--- src/shared/err_bank_consts.vh ---
/*
  Constants for the error status bank: register indices (not byte
  addresses), field positions, reset values and interrupt layout.
  Assumes inclusion by bare name from design files.
*/
`ifndef ERR_BANK_CONSTS_VH
`define ERR_BANK_CONSTS_VH

// Register indices as printed; byte address is four times the index
`define IDX_SUMMARY 4'h0
`define IDX_MEMORY 4'h1
`define IDX_CFG_A 4'h2
`define IDX_PER_MOD 4'h3
`define IDX_IRQ_STAT 4'h8
`define IDX_IRQ_EN 4'h9
`define IDX_IRQ_CLR 4'hA
`define IDX_CFG_CTRL 4'hB

// Summary word bit positions
`define SUM_MEM 0
`define SUM_CFG 1
`define SUM_CHAN 2
`define SUM_LINK 4
`define SUM_IOERR 10
`define SUM_LOWERR 11
`define SUM_IOALM 12
`define SUM_LOWALM 13
`define SUM_NOTE 14

// Memory fault word bit positions
`define MEM_NVM 4
`define MEM_CAL 5
`define MEM_SET 6
`define MEM_REG 8
`define MEM_MODEL 9
`define MEM_MISMATCH 12

// First configuration fault word bit positions
`define CFG_UNKNOWN 0
`define CFG_TOO_MANY 2
`define CFG_UNIT_FAIL 3
`define CFG_NO_RESP 4

// Module count limit and field widths
`define MAX_MODULES 4'h9
`define MOD_CNT_W 4
`define UNITS 8

// Reset values
`define RST_WORD 16'h0000
`define RST_IRQ 4'h0
`define RST_CTRL 8'h00
`define RD_UNMAPPED 32'h00000000

// Interrupt status bits, one per status word changing to nonzero
`define IRQ_W 4

`endif

--- src/design/err_status_bank.v ---
/*
  Read-only hierarchy of error status words with an Avalon-MM slave,
  a sticky interrupt status, enable and write-one-to-clear register.
  Assumes fault sources are synchronous to sys_clk and held as levels.
*/
// Register access over Avalon-MM was chosen for this implementation.
// Operation
// Summary bit 0 marks memory faults; memory word bits 4,5,6,8,9,12 detail them.
// Summary bit 1 marks a configuration fault detailed in two words.
// Summary bit 2 is set while any measurement channel is in error.
// Summary bit 4 marks expansion link failure; per-unit detail kept elsewhere.
// Summary bit 10 marks a local I/O error.
// Summary bit 11 marks an error reported by an expansion unit.
// Summary bit 12 marks an active local I/O alarm.
// Summary bit 13 marks an alarm in any expansion unit.
// Summary bit 14 marks a pending I/O notification.
// Config word A bit 0 flags an unrecognised module type.
// Config word A bit 2 flags more than nine attached modules.
// Config word A bit 3 flags failed module communication.
// Config word A bit 4 flags a registered module that stopped answering.
// Per-module word bit n-1 flags failed communication with module n.
// Unused bits read zero; writes to status words are ignored.
// Summary bits 0 and 1 are ORs of detail words, updated in the same cycle.
`timescale 1ns/1ps
`include "err_bank_consts.vh"
`default_nettype none

module err_status_bank #(
  parameter UNITS = `UNITS
) (
  input wire sys_clk,
  input wire rstn,
  input wire [5:0] avs_address,
  input wire avs_read,
  input wire avs_write,
  input wire [31:0] avs_writedata,
  input wire [3:0] avs_byteenable,
  output reg [31:0] avs_readdata,
  output reg avs_waitrequest,
  output reg irq,
  output reg [15:0] summary_out,
  input wire fault_nvm,
  input wire fault_cal,
  input wire fault_setting,
  input wire fault_registration,
  input wire fault_model,
  input wire fault_model_mismatch,
  input wire module_unknown,
  input wire [`MOD_CNT_W-1:0] module_count,
  input wire [UNITS-1:0] module_comm_fail,
  input wire [UNITS-1:0] module_registered,
  input wire [UNITS-1:0] module_responding,
  input wire any_channel_error,
  input wire link_fault,
  input wire io_error,
  input wire lower_io_error,
  input wire io_alarm,
  input wire lower_io_alarm,
  input wire io_notification
);

  reg [15:0] summary_r;
  reg [15:0] memory_r;
  reg [15:0] cfg_a_r;
  reg [15:0] per_mod_r;
  reg [`IRQ_W-1:0] irq_stat_r;
  reg [`IRQ_W-1:0] irq_en_r;
  reg [7:0] cfg_ctrl_r;
  reg [`IRQ_W-1:0] prev_nz_r;
  reg [31:0] readdata_nxt;
  reg [15:0] memory_nxt;
  reg [15:0] cfg_a_nxt;
  reg [15:0] per_mod_nxt;
  reg [15:0] summary_nxt;
  reg [`IRQ_W-1:0] irq_stat_nxt;
  reg [`IRQ_W-1:0] irq_en_nxt;
  reg [7:0] cfg_ctrl_nxt;
  wire [`IRQ_W-1:0] nz_now;
  wire [`IRQ_W-1:0] rise;
  wire [3:0] idx;
  wire access;
  wire wr_hit;

  function nonzero;
    input [15:0] w;
    begin
      nonzero = |w;
    end
  endfunction

  assign idx = avs_address[5:2];
  assign access = (avs_read | avs_write) & avs_waitrequest;
  // Write lands on the edge that the master sees waitrequest low
  assign wr_hit = avs_write & ~avs_waitrequest & avs_byteenable[0];

  // Detail words, built from live fault levels
  always @*
  begin
    memory_nxt = `RST_WORD;
    memory_nxt[`MEM_NVM] = fault_nvm;
    memory_nxt[`MEM_CAL] = fault_cal;
    memory_nxt[`MEM_SET] = fault_setting;
    memory_nxt[`MEM_REG] = fault_registration;
    memory_nxt[`MEM_MODEL] = fault_model;
    memory_nxt[`MEM_MISMATCH] = fault_model_mismatch;
    cfg_a_nxt = `RST_WORD;
    cfg_a_nxt[`CFG_UNKNOWN] = module_unknown;
    cfg_a_nxt[`CFG_TOO_MANY] = module_count > `MAX_MODULES;
    cfg_a_nxt[`CFG_UNIT_FAIL] = |module_comm_fail;
    // Only a registered module can count as having stopped answering
    cfg_a_nxt[`CFG_NO_RESP] =
      |(module_registered & ~module_responding);
    per_mod_nxt = `RST_WORD;
    per_mod_nxt[UNITS-1:0] = module_comm_fail;
  end

  // Summary from the next detail values so both land on one edge
  always @*
  begin
    summary_nxt = `RST_WORD;
    summary_nxt[`SUM_MEM] = nonzero(memory_nxt);
    summary_nxt[`SUM_CFG] =
      nonzero(cfg_a_nxt) | nonzero(per_mod_nxt);
    summary_nxt[`SUM_CHAN] = any_channel_error;
    summary_nxt[`SUM_LINK] = link_fault;
    summary_nxt[`SUM_IOERR] = io_error;
    summary_nxt[`SUM_LOWERR] = lower_io_error;
    summary_nxt[`SUM_IOALM] = io_alarm;
    summary_nxt[`SUM_LOWALM] = lower_io_alarm;
    summary_nxt[`SUM_NOTE] = io_notification;
  end

  assign nz_now = {nonzero(per_mod_r), nonzero(cfg_a_r),
                   nonzero(memory_r), nonzero(summary_r)};
  assign rise = nz_now & ~prev_nz_r;

  // Sticky status: a new event beats a clear in the same cycle
  always @*
  begin
    irq_stat_nxt = irq_stat_r;
    irq_en_nxt = irq_en_r;
    cfg_ctrl_nxt = cfg_ctrl_r;
    if (wr_hit && idx == `IDX_IRQ_CLR)
      irq_stat_nxt = irq_stat_nxt & ~avs_writedata[`IRQ_W-1:0];
    if (wr_hit && idx == `IDX_IRQ_EN)
      irq_en_nxt = avs_writedata[`IRQ_W-1:0];
    if (wr_hit && idx == `IDX_CFG_CTRL)
      cfg_ctrl_nxt = avs_writedata[7:0];
    irq_stat_nxt = irq_stat_nxt | rise;
  end

  // Status words have no write path at all
  always @*
  begin
    case (idx)
      `IDX_SUMMARY: readdata_nxt = {16'h0000, summary_r};
      `IDX_MEMORY: readdata_nxt = {16'h0000, memory_r};
      `IDX_CFG_A: readdata_nxt = {16'h0000, cfg_a_r};
      `IDX_PER_MOD: readdata_nxt = {16'h0000, per_mod_r};
      `IDX_IRQ_STAT: readdata_nxt = {28'h0000000, irq_stat_r};
      `IDX_IRQ_EN: readdata_nxt = {28'h0000000, irq_en_r};
      `IDX_CFG_CTRL: readdata_nxt = {24'h000000, cfg_ctrl_r};
      default: readdata_nxt = `RD_UNMAPPED;
    endcase
  end

  always @(posedge sys_clk or negedge rstn)
  begin
    if (!rstn)
    begin
      summary_r <= `RST_WORD;
      memory_r <= `RST_WORD;
      cfg_a_r <= `RST_WORD;
      per_mod_r <= `RST_WORD;
      irq_stat_r <= `RST_IRQ;
      irq_en_r <= `RST_IRQ;
      cfg_ctrl_r <= `RST_CTRL;
      prev_nz_r <= `RST_IRQ;
      avs_readdata <= `RD_UNMAPPED;
      avs_waitrequest <= 1'b1;
      irq <= 1'b0;
      summary_out <= `RST_WORD;
    end
    else
    begin
      memory_r <= memory_nxt;
      cfg_a_r <= cfg_a_nxt;
      per_mod_r <= per_mod_nxt;
      summary_r <= summary_nxt;
      summary_out <= summary_nxt;
      prev_nz_r <= nz_now;
      irq_stat_r <= irq_stat_nxt;
      irq_en_r <= irq_en_nxt;
      cfg_ctrl_r <= cfg_ctrl_nxt;
      irq <= |(irq_stat_nxt & irq_en_nxt);
      // One wait cycle per access, then waitrequest drops for one edge
      if (access)
        avs_waitrequest <= 1'b0;
      else
        avs_waitrequest <= 1'b1;
      if (avs_read && avs_waitrequest)
        avs_readdata <= readdata_nxt;
    end
  end

endmodule // err_status_bank

`default_nettype wire

--- config.mk ---
export PLATFORM = sky130hd
export DESIGN_NAME = err_status_bank
export DESIGN_NICKNAME = d
export VERILOG_FILES = /design/src/design/err_status_bank.v
export VERILOG_INCLUDE_DIRS = /design/src /design/src/shared
export SDC_FILE = /design/constraint.sdc
export NUM_CORES = 1
export LEC_CHECK = 0
export BUFFER_PORTS_ARGS = -buffer_cell sky130_fd_sc_hd__buf_2
export CAP_MARGIN = 25
export CORE_ASPECT_RATIO = 2
export CORE_MARGIN = 3
export CORE_UTILIZATION = 30
export DETAILED_ROUTE_END_ITERATION = 12
export PLACE_DENSITY = 0.65
export SYNTH_ARGS = -nofsm -noshare
export SYNTH_HDL_FRONTEND = slang
export SYNTH_SLANG_ARGS = --single-unit
--- constraint.sdc ---
create_clock -name sys_clk -period 2 [get_ports sys_clk]
set_input_delay 0.1 -clock sys_clk [delete_from_list [all_inputs] [get_ports sys_clk]]
set_output_delay 0.1 -clock sys_clk [all_outputs]
set_load 0.01 [all_outputs]
==> impl_metrics.ini, run 1 <==
[clock_tree]
cts_made_buffers = 9
cts_max_level = 3
path_clk_slew_ns = 0.06
root_buffer = clkbuf_16
cts.sinks = 64
cts_buffer_depth = 2
ctsResizeCount = 0
clk_latency_ns = 0.33
cts_tree = yes

[synth]
synth_ff_type = dfrtp_1
syn_area_mm2 = 0.00286
syn_inst = 250
avgSynthCellArea_um2 = 11.4
ys_types = 45
synth-async-reset-ratio_pct = 100
synth_warnings = 0
ys_seq_area_share_pct = 56.1
ys_ff_latch = 64
synth_edf_count = 0

[placed_design]
placed_area_mm2 = 0.00334
port-buffer-count = 83
post-dp-hpwl_um = 5930
place.gp.congestion = 0.980

[worst_setup_path]
critPathCaptureType = register
path_class = reg -> reg
crit_fanout = 13
crit_arrival_ns = 1.77
critPathMaxStageDelay_ns = 0.54
critPathLaunchType = register
crit_chain = nand2_1 -> buf_4 -> o41ai_1
worst_ep_required_time_ns = 2.22
cp_slowest_cell = dfstp_2

[die]
die_w_um = 75.0
pin_count = 138
die_h_um = 144
die_area_mm2 = 0.0108
initial_core_util_pct = 31.3
rows = 49
core_region_area_mm2 = 0.00914

[routing]
vias = 2297
drcViolationCount = 0
dr.pass1.iters = 4
via_per_inst = 4.84
routed_wl_um = 7500
drtAntennaViolNets = 0
drt_iter0_markers = 174
avgRoutedWirePerCell_um = 15.8

[status]
status = complete, no violations

[layout]
drive_gt1_share_pct = 35.9
num_antenna_cells = 0
final_cell_area_mm2 = 0.00387
synthToLayoutAreaGrowth_pct = 35.5
fin_nets = 456

[timing]
fin_tns_setup_ns = 0
maxSlewViolCount = 0
min_period_ns = 1.55
hold_violations = 0
post-route-period-util_pct = 77.4
finalSetupViolCount = 0
fmax_mhz = 646
rsz0062_at_grt = false
finClkSkew_ns = 0.00636

[global_route]
grtUsageMet2_pct = 26.4
grt_pass1_vias = 2401
track_usage_pct = 14.9
grtUsageMet1_pct = 15.3
grt-ovfl-total = 0
grt_max_degree = 36
grt_first_pass_wirelength_um = 11800
antenna_found_initial = 0
grt_use_met3_pct = 3.69
grt_busiest_layer = met2

[power_and_ir_drop]
max-vdd-ir-drop_v = 0.000421
p_leak_nw = 1.91
power_density_mw_per_mm2 = 857

[job]
max_cap_viol_count = 0

[hold_path]
hold_path_class = in -> reg
[final cells by class]
cell class	count	area [um^2]
multi-input cells	161	1060
repair buffers	119	748
fillers	861	5260
well taps	102	128
inverters	13	48.8
clock buffers	10	239
flip-flops and latches	64	1600
clock inverters	6	43.8
[final timing paths]
path	start	to	slack, ns	cells past startpoint
min	avs_writedata[5]	cfg_ctrl_r[5]$_DFFE_PN0P_	0.009	2
min in group asynchronous	rstn	irq_stat_r[1]$_DFF_PN0_	0.33	3
max in group asynchronous	rstn	per_mod_r[6]$_DFF_PN0_	1.32	3
max reg2reg	avs_waitrequest$_DFF_PN1_	avs_readdata[12]$_DFFE_PN0P_	0.45	3
min reg2reg	avs_readdata[9]$_DFFE_PN0P_	avs_readdata[9]$_DFFE_PN0P_	0.48	2
max	avs_waitrequest$_DFF_PN1_	avs_readdata[12]$_DFFE_PN0P_	0.45	3
[layer usage]
metal / wire length, um / vias to the layer above
li1: - / 1101
met1: 2560 / 1078
met2: 4150 / 99
met3: 478 / 19
met4: 310 / 0
met5: 0 / -
[cells in the mapped netlist (3+ instances only)]
cell type | instances | share of area (%)
o21ai_0 | 6 | 1.1
a21boi_0 | 4 | 1.1
nor2_1 | 10 | 1.3
mux2_2 | 11 | 4.3
nor2b_1 | 4 | 0.88
and3_1 | 5 | 1.1
clkbuf_1 | 4 | 0.53
a31oi_1 | 5 | 1.1
o22ai_1 | 9 | 2.0
mux2i_1 | 6 | 2.1
a32oi_1 | 3 | 0.92
inv_1 | 13 | 1.7
nand2_1 | 10 | 1.3
a22o_1 | 12 | 3.7
buf_2 | 7 | 1.2
buf_4 | 24 | 6.3
nor4_1 | 6 | 1.3
nand3_1 | 6 | 1.1
dfrtp_1 | 63 | 55
or2_2 | 8 | 1.8
[sequential cells by signal, indices dropped and copies added (netlist names)]
register	cells
avs_readdata	15
avs_waitrequest	1
cfg_a_r	4
cfg_ctrl_r	8
irq	1
irq_en_r	4
irq_stat_r	4
memory_r	6
per_mod_r	8
prev_nz_r	4
summary_r	9
[layout by cell type (no fill, tap or decap), drive strengths merged, types with 5 or more instances in the layout]
cell type / instances
a22o: 12
dfrtp: 63
conb: 24
o22ai: 9
buf: 94
nor2: 10
or2: 9
o21ai: 6
and3: 5
dlygate4sd3: 25
nor4: 6
a31oi: 5
nand2: 10
inv: 14
clkbuf: 10
mux2i: 6
nand3: 6
mux2: 11
[what timing repair did]
| action | CTS | global route |
|---|---|---|
| setup buffers | 0 | 0 |
| endpoints found under the hold margin | 88 | 0 |
| hold buffers | 25 | 0 |
| setup endpoints to repair | 0 | 0 |
[logic make-up (layout without fill, tap and decap cells)]
kind of cell	Yosys count	after routing	share of synthesized area [%]
buffers and inverters	48	148	9.76
and+or+nand+nor	67	67	13.9
DFF	64	64	56.1
other	1	24	0.131
AOI/OAI and AO/OA	53	53	13.7
muxes	17	17	6.43
[worst max-delay path: cells and delay by family, from the launching register on]
family	cells	cell delay, ns
flip-flops	1	0.54
buffers and inverters	1	0.29
AND/OR/NAND/NOR	1	0.27
AO/OA/AOI/OAI	1	0.33
[where the power goes]
| group | internal, W | switching [W] | total, W |
|---|---|---|---|
| combinational | 0.000210 | 0.000220 | 0.000430 |
| sequential | 0.00139 | 0.0000613 | 0.00146 |
| clock | 0.000874 | 0.000560 | 0.00143 |
[through the flow]
step	instances	hold WS, ns	util, %	power [W]	worst slack (ns)
global placement	434	0.150	36.6	0.00186	0.470
detailed placement	434	0.155	36.6	0.00187	0.441
global route	475	0.0122	42.4	0.00347	0.263
floorplan	273	-0.196	-	0.00171	0.499
CTS	475	0.00624	42.4	0.00335	0.414
finish	475	0.00932	42.4	0.00332	0.452
(Power assumes the default switching activity.)
==> run 2, diff against run 1 <==
Clock period 2 ns to 1.5 ns, I/O delays scaled along.
==> run 2 against run 1 <==
  * Count of clock-buffer cells in the layout shrank 1
  * Critical path depth grew 1
  * Cell count grew 2.7%
  * Critical path type unchanged
  * Critical endpoint is now irq_en_r[2]$_DFF_PN0_
  * Largest cell class unchanged
==> impl_metrics.ini, run 2 (same netlist as run 1, synthesis figures left out) <==
[status]
status = complete, no violations

[routing]
avgRoutedWirePerCell_um = 15.8
drtAntennaViolNets = 0
dr.pass1.iters = 4
via_per_inst = 4.89
routed_wl_um = 7690
drcViolationCount = 0
drt_iter0_markers = 100
vias = 2386

[timing]
hold_violations = 0
holdWs_ns = 0.0121
finalSetupViolCount = 0
min_period_ns = 1.50
rsz0062_at_grt = true
fin_tns_setup_ns = 0
maxSlewViolCount = 0
post-route-period-util_pct = 99.8
tightestPinTransition_ns = 0.596
finClkSkew_ns = 0.00583
max_slew_margin_pct = 60.2
fmax_mhz = 668

[power_and_ir_drop]
power_density_mw_per_mm2 = 1170
p_leak_nw = 2.00
p_total_w = 0.00477
max-vdd-ir-drop_v = 0.000564

[global_route]
antenna_found_initial = 0
grt_pass1_vias = 2489
grt-ovfl-total = 0
track_usage_pct = 15.0
grt_max_degree = 34
grt_first_pass_wirelength_um = 11900

[placed_design]
port-buffer-count = 83
post-dp-hpwl_um = 6090
place.gp.congestion = 0.871

[die]
die_area_mm2 = 0.0108
pin_count = 138
initial_core_util_pct = 31.3
core_region_area_mm2 = 0.00914
die_h_um = 144
rows = 49
die_w_um = 75.0

[layout]
finish.utilization_pct = 44.8
final_common_cell = buf_2
num_antenna_cells = 0
multi_input_area_mm2 = 0.00112
fin_nets = 469
regMostFlops = avs_readdata
drive_gt1_share_pct = 39.6
largest_register_ffs = 15
synthToLayoutAreaGrowth_pct = 43.0
fillCellCount = 846
seq_area_mm2 = 0.00160
reg.largest.list = avs_readdata: 15 flops, summary_r: 9 flops
mostFrequentLayoutCells = buf_2, dfrtp_1, dlygate4sd3_1

[clock_tree]
clk_latency_ns = 0.33
path_clk_slew_ns = 0.05
cts_setup_buffers = 0
cts.sinks = 64
cts_tree = yes
cts_buffer_depth = 2
root_buffer = clkbuf_16
cts_made_buffers = 9
cts_max_level = 3

[hold_path]
worstHoldStart = avs_writedata[4]
hold_path_class = in -> reg

[worst_setup_path]
path_class = reg -> reg
crit_arrival_ns = 1.71
worst_ep_required_time_ns = 1.71
critPathLaunchType = register
r2r_start = avs_waitrequest$_DFF_PN1_
critPathCaptureType = register
crit_fanout = 12
cp-startpoint = avs_waitrequest$_DFF_PN1_

[job]
max_cap_viol_count = 0
[run 2: area by class of cell]
| cell class | instances | share of cell area (%) |
|---|---|---|
| well taps | 102 | 3.12 |
| multi-input cells | 161 | 27.3 |
| inverters | 13 | 1.19 |
| repair buffers | 132 | 21.3 |
| flip-flops and latches | 64 | 39.2 |
| clock inverters | 7 | 2.36 |
| clock buffers | 9 | 5.51 |
[run 2: path summary, 6_finish.rpt]
kind,endpoint,slack [ns],cells after the start
max,irq_en_r[2]$_DFF_PN0_,0.003,4
min in group asynchronous,summary_r[11]$_DFF_PN0_,0.28,2
max in group asynchronous,per_mod_r[7]$_DFF_PN0_,0.64,3
max reg2reg,irq_en_r[2]$_DFF_PN0_,0.003,4
min,cfg_ctrl_r[4]$_DFFE_PN0P_,0.01,2
min reg2reg,avs_readdata[7]$_DFFE_PN0P_,0.47,2
[run 2: power by group]
group          internal [W]  total [W]  leakage (nW)  switching, W
registers           0.00186    0.00194         0.767     0.0000789
logic              0.000318   0.000632          1.09      0.000314
clock network       0.00145    0.00220         0.148      0.000749
[run 2: metrics by stage]
| stage | worst slack, ns | cells | instance area [um^2] |
|---|---|---|---|
| 2_1_floorplan | 0.0258 | 273 | 2950 |
| 3_3_place_gp | -0.00797 | 443 | 3420 |
| 3_5_place_dp | -0.0656 | 443 | 3420 |
| 4_1_cts | -0.00760 | 488 | 4070 |
| 5_1_grt | -0.0478 | 488 | 4090 |
| 6_report | 0.00256 | 488 | 4090 |
[run 2: metal layers]
layer,global-route usage (%),up-vias,wire [um]
met5,0,-,0
met4,7.88,0,256
met3,3.06,16,458
met2,28.7,100,4450
met1,14.0,1150,2530
li1,-,1120,-
[run 2: critical path: stages, from the launching register on]
cell and delay (ns):
dfstp_2 0.55, and3b_1 0.20, buf_6 0.15, and3_1 0.18, or2_2 0.29
[run 2: timing repair]
action,4_1_cts,5_1_grt
resized for setup,9,6
hold buffers,29,0
pin swaps,3,1
hold endpoints to repair,50,0
setup endpoints to repair,11,15
